==> src/core/ucs_pkg.sv <==
// Purpose: constants and types of the user set configuration store
// Assumes: AXI4-Lite slave, 32-bit words, 100 MHz ref clock
// Notes: offsets are byte addresses; identity codes are arbitrary
`default_nettype none

package ucs_pkg;
    localparam int ADDR_W = 8;
    localparam logic [7:0] OFS_CMD = 8'h00;
    localparam logic [7:0] OFS_SET_PICK = 8'h04;
    localparam logic [7:0] OFS_BOOT_PICK = 8'h08;
    localparam logic [7:0] OFS_STATUS = 8'h0c;
    localparam logic [7:0] OFS_GAIN_CFG = 8'h10;
    localparam logic [7:0] OFS_REGION_OFS = 8'h14;
    localparam logic [7:0] OFS_REGION_LIM = 8'h18;
    localparam logic [7:0] OFS_ARRAY_SIZE = 8'h1c;
    localparam logic [7:0] OFS_SCR_PICK = 8'h20;
    localparam logic [7:0] OFS_SCR_CONTENT = 8'h24;
    localparam logic [7:0] OFS_UNIT_NAME = 8'h28;
    localparam logic [7:0] OFS_LUT_PICK = 8'h2c;
    localparam logic [7:0] OFS_LUT_DATA = 8'h30;
    localparam logic [7:0] OFS_SEQ_VALUE = 8'h34;
    localparam logic [7:0] OFS_VENDOR = 8'h38;
    localparam logic [7:0] OFS_MODEL = 8'h3c;
    localparam logic [7:0] OFS_VERSION = 8'h40;
    localparam logic [7:0] OFS_FW_VERSION = 8'h44;
    localparam logic [7:0] OFS_SERIAL = 8'h48;
    localparam logic [7:0] OFS_SCAN_TYPE = 8'h4c;
    // field positions
    localparam int CMD_SAVE_BIT = 0;
    localparam int CMD_LOAD_BIT = 1;
    localparam int STAT_IDLE_BIT = 0;
    localparam int STAT_SAVE_REJ_BIT = 1;
    localparam int STAT_LOAD_REJ_BIT = 2;
    localparam int STAT_ACQ_BIT = 3;
    localparam int GAIN_LSB = 0;
    localparam int GAIN_AUTO_LSB = 8;
    localparam int EXPO_AUTO_LSB = 10;
    localparam int VERT_LSB = 16;
    // set numbering: three factory sets, then three user slots
    localparam int SET_W = 3;
    localparam logic [2:0] SET_STD = 3'h0;
    localparam logic [2:0] SET_HIGAIN = 3'h1;
    localparam logic [2:0] SET_AUTO = 3'h2;
    localparam logic [2:0] SET_USER1 = 3'h3;
    localparam logic [2:0] SET_LAST = 3'h5;
    localparam int NUM_USER = 3;
    localparam int NUM_SCRATCH = 5;
    localparam logic [2:0] SCR_LAST = 3'h4;
    localparam int LUT_DEPTH = 8;
    localparam int LUT_IDX_W = 3;
    localparam int LUT_W = 12;
    // gain in whole dB
    localparam int GAIN_W = 8;
    localparam logic [7:0] GAIN_LOW_DB = 8'h00;
    localparam logic [7:0] GAIN_HIGH_STEP_DB = 8'h06;
    localparam logic [15:0] ARRAY_COLS = 16'h0500;
    localparam logic [15:0] ARRAY_ROWS = 16'h0400;
    // identity words, values arbitrary
    localparam logic [31:0] VENDOR_CODE = 32'h0000_0a01;
    localparam logic [31:0] MODEL_CODE = 32'h0000_0b02;
    localparam logic [31:0] VERSION_CODE = 32'h0000_0103;
    localparam logic [31:0] FW_CODE = 32'h0000_0204;
    localparam logic [31:0] SERIAL_CODE = 32'h0000_3005;
    localparam logic [31:0] SCAN_AREA = 32'h0000_0000;
    localparam logic [1:0] RESP_OKAY = 2'h0;
    localparam logic [1:0] RESP_SLVERR = 2'h2;

    typedef enum logic [1:0] {
        UCS_AUTO_OFF = 2'h0,
        UCS_AUTO_ONCE = 2'h1,
        UCS_AUTO_CONT = 2'h2
    } ucs_auto_type;

    typedef enum logic [1:0] {
        UCS_ST_BOOT = 2'h1,
        UCS_ST_IDLE = 2'h2
    } ucs_state_type;

    // saved part of the active set; table and sequencer stay outside
    typedef struct packed {
        logic [7:0] gain;
        ucs_auto_type gain_auto;
        ucs_auto_type expo_auto;
        logic [15:0] horiz;
        logic [15:0] vert;
    } ucs_cfg_type;

    // factory sets are constants, so nothing can overwrite them
    function automatic ucs_cfg_type ucs_factory(input logic [2:0] idx);
        ucs_cfg_type c;
        c.gain = GAIN_LOW_DB;
        c.gain_auto = UCS_AUTO_OFF;
        c.expo_auto = UCS_AUTO_OFF;
        c.horiz = 16'h0000;
        c.vert = 16'h0000;
        if (idx == SET_HIGAIN) begin
            c.gain = GAIN_LOW_DB + GAIN_HIGH_STEP_DB;
        end
        if (idx == SET_AUTO) begin
            c.gain_auto = UCS_AUTO_CONT;
            c.expo_auto = UCS_AUTO_CONT;
        end
        return c;
    endfunction : ucs_factory
endpackage : ucs_pkg

`default_nettype wire
==> src/core/ucs_config_store.sv <==
// Purpose: user set store with scratch bank and identity words
// Assumes: acq_busy_i and nv_clear_i come from ref_clk_i logic
// Notes: user slots and startup pick are reset only by nv_clear_i
//
// The implementer's own choices: register access over AXI4-Lite and the address map.
`default_nettype none

module ucs_config_store (
    // clock and reset
    input wire logic ref_clk_i,
    input wire logic resetn_i,
    input wire logic nv_clear_i,
    // axi4-lite write channels
    input wire logic [ucs_pkg::ADDR_W-1:0] s_axi_awaddr_i,
    input wire logic s_axi_awvalid_i,
    output logic s_axi_awready_o,
    input wire logic [31:0] s_axi_wdata_i,
    input wire logic [3:0] s_axi_wstrb_i,
    input wire logic s_axi_wvalid_i,
    output logic s_axi_wready_o,
    output logic [1:0] s_axi_bresp_o,
    output logic s_axi_bvalid_o,
    input wire logic s_axi_bready_i,
    // axi4-lite read channels
    input wire logic [ucs_pkg::ADDR_W-1:0] s_axi_araddr_i,
    input wire logic s_axi_arvalid_i,
    output logic s_axi_arready_o,
    output logic [31:0] s_axi_rdata_o,
    output logic [1:0] s_axi_rresp_o,
    output logic s_axi_rvalid_o,
    input wire logic s_axi_rready_i,
    // camera side
    input wire logic acq_busy_i,
    input wire logic [ucs_pkg::LUT_IDX_W-1:0] lut_idx_i,
    output logic [ucs_pkg::LUT_W-1:0] lut_data_o,
    output ucs_pkg::ucs_cfg_type active_o,
    output logic [31:0] seq_value_o,
    output logic boot_done_o
);
    import ucs_pkg::*;

    ucs_state_type state_r;
    ucs_cfg_type active_r;
    ucs_cfg_type user_slot_r [NUM_USER];
    ucs_cfg_type boot_img;
    ucs_cfg_type pick_img;
    logic [2:0] set_pick_r;
    logic [2:0] boot_pick_r;
    logic [2:0] scr_pick_r;
    logic [31:0] scratch_r [NUM_SCRATCH];
    logic [31:0] unit_name_r;
    logic [31:0] seq_value_r;
    logic [LUT_W-1:0] lut_r [LUT_DEPTH];
    logic [LUT_IDX_W-1:0] lut_pick_r;
    logic [LUT_W-1:0] lut_data_r;
    logic save_rej_r;
    logic load_rej_r;
    // bus state
    logic aw_held_r;
    logic w_held_r;
    logic [7:0] awaddr_r;
    logic [31:0] wdata_r;
    logic [3:0] wstrb_r;
    logic bvalid_r;
    logic [1:0] bresp_r;
    logic rvalid_r;
    logic [31:0] rdata_r;
    logic [1:0] rresp_r;
    logic do_wr;
    logic [31:0] wval;
    logic idle_ok;
    logic cmd_save;
    logic cmd_load;
    logic save_ok;
    logic load_ok;
    logic boot_wr_ok;

    function automatic ucs_cfg_type set_image(input logic [2:0] idx);
        if (idx >= SET_USER1) begin
            return user_slot_r[2'(idx - SET_USER1)];
        end
        return ucs_factory(idx);
    endfunction : set_image

    // limit saturates at zero if an offset runs past the array
    function automatic logic [15:0] lim(input logic [15:0] full,
                                        input logic [15:0] ofs);
        return (ofs < full) ? 16'(full - ofs) : 16'h0000;
    endfunction : lim

    function automatic logic is_mapped(input logic [7:0] a);
        return (a[1:0] == 2'h0) && (a <= OFS_SCAN_TYPE);
    endfunction : is_mapped

    function automatic logic is_writable(input logic [7:0] a);
        return is_mapped(a) && (a != OFS_STATUS)
            && (a != OFS_REGION_LIM) && (a != OFS_ARRAY_SIZE)
            && (a < OFS_VENDOR);
    endfunction : is_writable

    function automatic logic [31:0] rd_val(input logic [7:0] a);
        logic [31:0] v;
        v = 32'h0000_0000;
        case (a)
            OFS_SET_PICK: v[SET_W-1:0] = set_pick_r;
            OFS_BOOT_PICK: v[SET_W-1:0] = boot_pick_r;
            OFS_STATUS: begin
                v[STAT_IDLE_BIT] = (state_r == UCS_ST_IDLE);
                v[STAT_SAVE_REJ_BIT] = save_rej_r;
                v[STAT_LOAD_REJ_BIT] = load_rej_r;
                v[STAT_ACQ_BIT] = acq_busy_i;
            end
            OFS_GAIN_CFG: begin
                v[GAIN_LSB +: GAIN_W] = active_r.gain;
                v[GAIN_AUTO_LSB +: 2] = active_r.gain_auto;
                v[EXPO_AUTO_LSB +: 2] = active_r.expo_auto;
            end
            OFS_REGION_OFS: v = {active_r.vert, active_r.horiz};
            OFS_REGION_LIM: begin
                v = {lim(ARRAY_ROWS, active_r.vert),
                     lim(ARRAY_COLS, active_r.horiz)};
            end
            OFS_ARRAY_SIZE: v = {ARRAY_ROWS, ARRAY_COLS};
            OFS_SCR_PICK: v[2:0] = scr_pick_r;
            OFS_SCR_CONTENT: begin
                if (scr_pick_r <= SCR_LAST) begin
                    v = scratch_r[scr_pick_r];
                end
            end
            OFS_UNIT_NAME: v = unit_name_r;
            OFS_LUT_PICK: v[LUT_IDX_W-1:0] = lut_pick_r;
            OFS_LUT_DATA: v[LUT_W-1:0] = lut_r[lut_pick_r];
            OFS_SEQ_VALUE: v = seq_value_r;
            OFS_VENDOR: v = VENDOR_CODE;
            OFS_MODEL: v = MODEL_CODE;
            OFS_VERSION: v = VERSION_CODE;
            OFS_FW_VERSION: v = FW_CODE;
            OFS_SERIAL: v = SERIAL_CODE;
            OFS_SCAN_TYPE: v = SCAN_AREA;
            default: v = 32'h0000_0000;
        endcase
        return v;
    endfunction : rd_val

    // byte strobes merge the new data into the current contents
    function automatic logic [31:0] merge(input logic [31:0] old,
                                          input logic [31:0] nw,
                                          input logic [3:0] strb);
        logic [31:0] m;
        m = old;
        for (int i = 0; i < 4; i++) begin
            if (strb[i]) begin
                m[8*i +: 8] = nw[8*i +: 8];
            end
        end
        return m;
    endfunction : merge

    function automatic logic wr_hit(input logic [7:0] ofs);
        return do_wr && (awaddr_r == ofs);
    endfunction : wr_hit

    assign do_wr = aw_held_r && w_held_r;
    assign wval = merge(rd_val(awaddr_r), wdata_r, wstrb_r);
    assign boot_img = set_image(boot_pick_r);
    assign pick_img = set_image(set_pick_r);
    assign idle_ok = (state_r == UCS_ST_IDLE) && !acq_busy_i;
    assign cmd_save = wr_hit(OFS_CMD) && wstrb_r[0]
        && wdata_r[CMD_SAVE_BIT];
    assign cmd_load = wr_hit(OFS_CMD) && wstrb_r[0]
        && wdata_r[CMD_LOAD_BIT];
    assign save_ok = cmd_save && idle_ok
        && (set_pick_r >= SET_USER1);
    assign load_ok = cmd_load && idle_ok;
    assign boot_wr_ok = wr_hit(OFS_BOOT_PICK) && idle_ok
        && (wval[SET_W-1:0] <= SET_LAST);

    // bus handshakes
    assign s_axi_awready_o = !aw_held_r && !bvalid_r;
    assign s_axi_wready_o = !w_held_r && !bvalid_r;
    assign s_axi_bvalid_o = bvalid_r;
    assign s_axi_bresp_o = bresp_r;
    assign s_axi_arready_o = !rvalid_r;
    assign s_axi_rvalid_o = rvalid_r;
    assign s_axi_rdata_o = rdata_r;
    assign s_axi_rresp_o = rresp_r;

    assign active_o = active_r;
    assign seq_value_o = seq_value_r;
    assign lut_data_o = lut_data_r;
    assign boot_done_o = (state_r == UCS_ST_IDLE);

    always_ff @(posedge ref_clk_i) begin
        if (!resetn_i) begin
            aw_held_r <= 1'b0;
            w_held_r <= 1'b0;
            awaddr_r <= 8'h00;
            wdata_r <= 32'h0000_0000;
            wstrb_r <= 4'h0;
            bvalid_r <= 1'b0;
            bresp_r <= RESP_OKAY;
        end else begin
            if (s_axi_awvalid_i && s_axi_awready_o) begin
                aw_held_r <= 1'b1;
                awaddr_r <= s_axi_awaddr_i;
            end
            if (s_axi_wvalid_i && s_axi_wready_o) begin
                w_held_r <= 1'b1;
                wdata_r <= s_axi_wdata_i;
                wstrb_r <= s_axi_wstrb_i;
            end
            if (do_wr) begin
                aw_held_r <= 1'b0;
                w_held_r <= 1'b0;
                bvalid_r <= 1'b1;
                bresp_r <= is_writable(awaddr_r) ? RESP_OKAY
                                                 : RESP_SLVERR;
            end else if (bvalid_r && s_axi_bready_i) begin
                bvalid_r <= 1'b0;
            end
        end
    end

    always_ff @(posedge ref_clk_i) begin
        if (!resetn_i) begin
            rvalid_r <= 1'b0;
            rdata_r <= 32'h0000_0000;
            rresp_r <= RESP_OKAY;
        end else if (s_axi_arvalid_i && s_axi_arready_o) begin
            rvalid_r <= 1'b1;
            rdata_r <= rd_val(s_axi_araddr_i);
            rresp_r <= is_mapped(s_axi_araddr_i) ? RESP_OKAY
                                                 : RESP_SLVERR;
        end else if (rvalid_r && s_axi_rready_i) begin
            rvalid_r <= 1'b0;
        end
    end

    // active set: volatile, refilled from the startup set after reset
    always_ff @(posedge ref_clk_i) begin
        if (!resetn_i) begin
            state_r <= UCS_ST_BOOT;
            active_r <= ucs_factory(SET_STD);
        end else begin
            case (state_r)
                UCS_ST_BOOT: begin
                    active_r <= boot_img;
                    state_r <= UCS_ST_IDLE;
                end
                UCS_ST_IDLE: begin
                    if (load_ok) begin
                        active_r <= pick_img;
                    end else if (wr_hit(OFS_GAIN_CFG)) begin
                        active_r.gain <= wval[GAIN_LSB +: GAIN_W];
                        active_r.gain_auto <=
                            ucs_auto_type'(wval[GAIN_AUTO_LSB +: 2]);
                        active_r.expo_auto <=
                            ucs_auto_type'(wval[EXPO_AUTO_LSB +: 2]);
                    end else if (wr_hit(OFS_REGION_OFS)) begin
                        active_r.horiz <= wval[15:0];
                        active_r.vert <= wval[VERT_LSB +: 16];
                    end
                end
                default: state_r <= UCS_ST_BOOT;
            endcase
        end
    end

    // stands in for non-volatile memory: device reset leaves it alone
    always_ff @(posedge ref_clk_i) begin
        if (nv_clear_i) begin
            for (int i = 0; i < NUM_USER; i++) begin
                user_slot_r[i] <= ucs_factory(SET_STD);
            end
            boot_pick_r <= SET_STD;
        end else begin
            if (save_ok) begin
                user_slot_r[2'(set_pick_r - SET_USER1)] <=
                    active_r;
            end
            if (boot_wr_ok) begin
                boot_pick_r <= wval[SET_W-1:0];
            end
        end
    end

    // selectors, refusal flags; a same-cycle reset beats a refusal
    always_ff @(posedge ref_clk_i) begin
        if (!resetn_i) begin
            set_pick_r <= SET_STD;
            scr_pick_r <= 3'h0;
            lut_pick_r <= '0;
            save_rej_r <= 1'b0;
            load_rej_r <= 1'b0;
        end else begin
            if (wr_hit(OFS_SET_PICK) && wval[2:0] <= SET_LAST) begin
                set_pick_r <= wval[2:0];
            end
            if (wr_hit(OFS_SCR_PICK)) begin
                scr_pick_r <= wval[2:0];
            end
            if (wr_hit(OFS_LUT_PICK)) begin
                lut_pick_r <= wval[LUT_IDX_W-1:0];
            end
            if (cmd_save) begin
                save_rej_r <= !save_ok;
            end
            if (cmd_load) begin
                load_rej_r <= !load_ok;
            end
        end
    end

    // scratch bank is storage only; nothing else reads it
    always_ff @(posedge ref_clk_i) begin
        if (!resetn_i) begin
            for (int i = 0; i < NUM_SCRATCH; i++) begin
                scratch_r[i] <= 32'h0000_0000;
            end
        end else if (wr_hit(OFS_SCR_CONTENT) && scr_pick_r <= SCR_LAST) begin
            scratch_r[scr_pick_r] <= wval;
        end
    end

    // unit name and sequencer value are volatile and never saved
    always_ff @(posedge ref_clk_i) begin
        if (!resetn_i) begin
            unit_name_r <= 32'h0000_0000;
            seq_value_r <= 32'h0000_0000;
        end else begin
            if (wr_hit(OFS_UNIT_NAME)) begin
                unit_name_r <= wval;
            end
            if (wr_hit(OFS_SEQ_VALUE)) begin
                seq_value_r <= wval;
            end
        end
    end

    // lookup table: cleared by reset, untouched by loads
    always_ff @(posedge ref_clk_i) begin
        if (!resetn_i) begin
            for (int i = 0; i < LUT_DEPTH; i++) begin
                lut_r[i] <= '0;
            end
            lut_data_r <= '0;
        end else begin
            if (wr_hit(OFS_LUT_DATA)) begin
                lut_r[lut_pick_r] <= wval[LUT_W-1:0];
            end
            lut_data_r <= lut_r[lut_idx_i];
        end
    end
endmodule : ucs_config_store

`default_nettype wire

==> config.mk <==
export PLATFORM = sky130hd
export DESIGN_NAME = ucs_config_store
export DESIGN_NICKNAME = d
export VERILOG_FILES = /design/src/core/ucs_pkg.sv /design/src/core/ucs_config_store.sv
export SDC_FILE = /design/constraint.sdc
export NUM_CORES = 1
export LEC_CHECK = 0
export BUFFER_PORTS_ARGS = -buffer_cell sky130_fd_sc_hd__buf_2
export CORE_ASPECT_RATIO = 1.75
export CORE_MARGIN = 2
export CORE_UTILIZATION = 25
export CTS_BUF_LIST = sky130_fd_sc_hd__clkbuf_16
export DETAILED_ROUTE_END_ITERATION = 8
export MAX_ROUTING_LAYER = met4
export SKIP_LAST_GASP = 1
export SLEW_MARGIN = 20
export SYNTH_ARGS = -nofsm -noshare
export SYNTH_HDL_FRONTEND = slang
export SYNTH_SLANG_ARGS = --single-unit
==> constraint.sdc <==
create_clock -name ref_clk_i -period 8.48 [get_ports ref_clk_i]
set_input_delay 1.272 -clock ref_clk_i [delete_from_list [all_inputs] [get_ports ref_clk_i]]
set_output_delay 1.272 -clock ref_clk_i [all_outputs]
set_load 0.02 [all_outputs]
==> metrics.sh <==
FIN_WORST_SKEW_NS=0.0303
LAYOUT_WORST_PATH_CYCLE_SHARE=0.475
AREA_OF_THE_CORE_SQ_UM=145000
SYNTH.MUX.AREA_FRACTION=0.144
CRITPATHLAUNCHTYPE='register'
NUMCLOCKSINKS=752
TIMING.FINAL.CRIT_PERIOD_NS=4.03
DETAIL_ROUTE.DRC_VIOLATIONS=5
RESIDUAL_ANTENNA_VIOLATING_NET_COUNT_AFTER_DETAILED_ROUTING=0
WORST_SLEW_MARGIN_REL=0.248
IO_PINS=194
FRACTION_OF_REGISTERS_WITH_ASYNC_SET_OR_RESET_AFTER_SYNTHESIS=0
HOLD_VIOL_FINAL=0
MAXCAPVIOLATIONS=0
POST_ROUTE_CELLS_DRIVE_ABOVE_1_SHARE=0.216
MAXIMUM_FANOUT_ENCOUNTERED_ON_THE_CRITICAL_TIMING_PATH=112
WL_FINAL_MM=135
SYNTH_SEQ_CELLS=752
ROUTED-VIA-COUNT=27400
POSTCTSHOLDBUFS=0
OVERFLOW=0
SYNTH-COMPOUND-AREA-SHARE=0.115
WORST_IR_DROP_VDD_V=0.000143
CLOCK-ROOT-BUFFER='sky130_fd_sc_hd__clkbuf_16'
DESIGN_AREA_SQ_UM=42100
HOLDWS_NS=0.453
YS_WARN_COUNT=0
VIOLATIONS='DRC'
TIMING.CRITICAL_PATH.REQUIRED_NS=9.02
LARGEST_FAMILY_OF_LOGIC_CELLS_BY_SYNTHESIZED_AREA='multiplexers'
SHARE_SEQ_OF_TOTAL_POWER=0.488
SWITCHING_SHARE=0.287
DRT_ITER0_DRC=3493
SETUP_SLACK_NS=4.45
LAYOUT.NETS=3257
DETAILEDPLACEMENTHPWL_MM=94.4
ROUTEDWLPERCELL_UM=26.2
SHARE_COMB_OF_TOTAL_POWER=0.125
FIRST_GLOBAL_VIAS=26600
LEAKAGEPOWER_nW=15.0
GRT_START_MAX_NET_PINS=113
ARRIVAL_NS=4.57
CLOCK_INSERTION_DELAY_WORST_SKEW_NS=0.69
POWER_PER_CELL_AREA_nW_PER_UM2=213
AREA.GROWTH.SYNTH_TO_FINAL_PCT=15.4
ROWS=185
DIE_X_UM=293
CLOCK_TREE_FROM_TRITONCTS='done'
NUMBER_OF_BUFFERS_INSERTED_DURING_CLOCK_TREE_SYNTHESIS=72
TIMING.SETUP.TNS_NS=0
INTERNAL_POWER_W=0.00639
ADDER_CELL_FRACTION_OF_SYNTH_AREA=0.00412
ROUTE.DETAILED.VIAS_PER_INST=5.33
TIMING_WORST_SETUP_PATH_TYPE='register to register'
GRT_ANTENNA_BEFORE_REPAIR=14
RUN_STATUS='finished with violations'
FINALWEIGHTEDCONGESTION=1.00
SLEW_VIOL_FINAL=0
AVGSYNTHCELLAREA_SQ_UM=12.1
FMAX_MHz=248
FIRST_PASS_GRT_WIRE_LENGTH_MM=194
CLOCK_TREE.BUFFER_DEPTH=3
YOSYS.AREA_SHARE.XOR_XNOR=0.00312
YS.FLOP_TYPE='sky130_fd_sc_hd__edfxtp_1'
DIE_H_UM=509
SYNTH_SIMPLE_GATE_AREA_FRAC=0.136
CLK_PIN_SLEW_WORST_PATHS_NS=0.08
MIN-DELAY-PATH-CLASS='register to register'
CTS_POST_SETUP_BUFFERS_INSERTED=0
POST_SYNTH_INSTANCE_AREA_SQ_UM=36500
SYNTH.LIB_CELLS_USED.DISTINCT=101
NETLIST_INSTANCES=3017
DRT_PRE_ANTENNA_ITERS=9
P_SW_W=0.00257
CP-END-KIND='register'
WORST_SLEW_PIN_SLEW_NS=1.13
PLACEMENT.CELL_AREA_SQ_UM=39600
SETUP_REPAIR_AFTER_GLOBAL_ROUTING_MISSED_ITS_MARGIN='false'
POST-PLACE-WS_NS=4.00
DESIGN.DIE.AREA_SQ_UM=149000
POST_CTS_RESIZED=0
TOTAL_OF_ENDPOINTS_WITH_NEGATIVE_SETUP_SLACK_IN_THE_FINAL_REPORT=0
POWER.CLOCK.FRACTION=0.387
START_UTIL=0.251
INSTANCES_NO_FILL=5129
SYNTH_SEQUENTIAL_AREA_RATIO=0.557
PLACE.PORT_BUFFERS=191
GR-USAGE-ALL-LAYERS=0.183
SYNTH-EDFF-COUNT=528
PLACE.DETAILED.INSTANCES=4977
HTREEDEPTH=3
-- layout make-up --
cell class	count	area, sq um
inverters	59	224
well taps	1870	2340
clock inverters	59	627
multi-input cells	2031	15200
clock buffers	74	1850
fillers	14800	103000
flip-flops and latches	752	20400
repair buffers	265	1510
diodes	19	47.5
-- cell families after synthesis --
kind of cell	Yosys count
flops	752
mux	272
compound gates	598
buf+inv	331
xor+xnor	13
other cells	1
fa+ha+maj	12
simple gates	1038
-- cells in the mapped netlist (28+ instances only) --
cell type                  instances  area (sq um)
sky130_fd_sc_hd__inv_1            54           203
sky130_fd_sc_hd__mux2i_1          48           480
sky130_fd_sc_hd__nand3_1          50           250
sky130_fd_sc_hd__buf_2            49           245
sky130_fd_sc_hd__o21ai_0         122           611
sky130_fd_sc_hd__dfxtp_1         224          4480
sky130_fd_sc_hd__a222oi_1         30           300
sky130_fd_sc_hd__a221oi_1         30           263
sky130_fd_sc_hd__a21oi_1         139           696
sky130_fd_sc_hd__o21a_1           44           330
sky130_fd_sc_hd__nand2_1         246           923
sky130_fd_sc_hd__and3_1          134           838
sky130_fd_sc_hd__mux4_2          200          4500
sky130_fd_sc_hd__clkbuf_1        167           627
sky130_fd_sc_hd__and2_1           36           225
sky130_fd_sc_hd__edfxtp_1        528         15900
sky130_fd_sc_hd__buf_1            28           105
sky130_fd_sc_hd__nor3_1           53           265
sky130_fd_sc_hd__nor2_1          408          1530
sky130_fd_sc_hd__a22oi_1          53           398
-- flip-flops by register name (all words and copies together), names as in the netlist, 2 cells and up, named ones only --
signal / count
set_pick_r: 3
awaddr_r: 8
lut_r: 96
boot_pick_r: 3
scratch_r: 256
lut_data_o: 12
s_axi_rdata_o: 32
wdata_r: 32
state_r: 2
lut_pick_r: 3
user_slot_r: 176
active_o: 44
seq_value_o: 32
scr_pick_r: 3
unit_name_r: 32
wstrb_r: 4
-- metal layers --
layer  global-route usage  up-vias  routed length [um]  share of wire
li1                     -    11700                   -              -
met4               0.0835        0                6510          0.048
met5                    -        -                   0              0
met1                0.221    13900               52000           0.39
met3               0.0401      285               12200          0.091
met2                0.292     1451               63900           0.47
-- worst max-delay path, stage by stage, from the launching register on --
cell and delay [ns]:
sky130_fd_sc_hd__dfxtp_4 0.61, sky130_fd_sc_hd__ha_1 0.21, sky130_fd_sc_hd__buf_4 0.44, sky130_fd_sc_hd__a211oi_1 0.17, sky130_fd_sc_hd__or2_2 0.40, sky130_fd_sc_hd__nor4_4 0.78, sky130_fd_sc_hd__buf_4 0.86, sky130_fd_sc_hd__and3_1 0.28
-- per-stage QoR --
stage          total power [W]  utilization
6_report               0.00895        0.290
5_1_grt                0.00921        0.290
4_1_cts                0.00900        0.290
3_5_place_dp           0.00554        0.273
3_3_place_gp           0.00552        0.273
2_1_floorplan          0.00500            -
-- layout by cell type (no fill, tap or decap), drive strengths merged, types with 12 or more instances in the layout --
cell	n
clkinv	27
a222oi	30
dfxtp	224
mux2	21
a211oi	12
o21ai	130
clkbuf	74
nand3	50
nor2	409
o21a	44
inv	76
o31ai	14
nor4	12
and3	137
a21oi	141
a22oi	53
diode	19
mux2i	51
a221oi	30
mux4	200
and2	37
buf	265
nand2	246
nand2b	17
ha	12
o22ai	12
a31oi	23
edfxtp	528
nor3	55
conb	98
-- power groups by stage --
stage               Combinational, W  Sequential [W]  Clock, W
floorplan                   0.000647         0.00436         0
global placement             0.00109         0.00443         0
detailed placement           0.00110         0.00444         0
CTS                          0.00110         0.00436   0.00353
global route                 0.00118         0.00438   0.00365
finish                       0.00112         0.00437   0.00347
-- final timing paths --
check                      endpoint  slack, ns     startpoint  depth (start not counted)
setup reg to reg  user_slot_r[1][4]       4.45  set_pick_r[0]                          7
hold / removal           wdata_r[5]       0.45     wdata_r[5]                          2
hold reg to reg          wdata_r[5]       0.45     wdata_r[5]                          2
setup / recovery  user_slot_r[1][4]       4.45  set_pick_r[0]                          7
(Power assumes the default switching activity.)
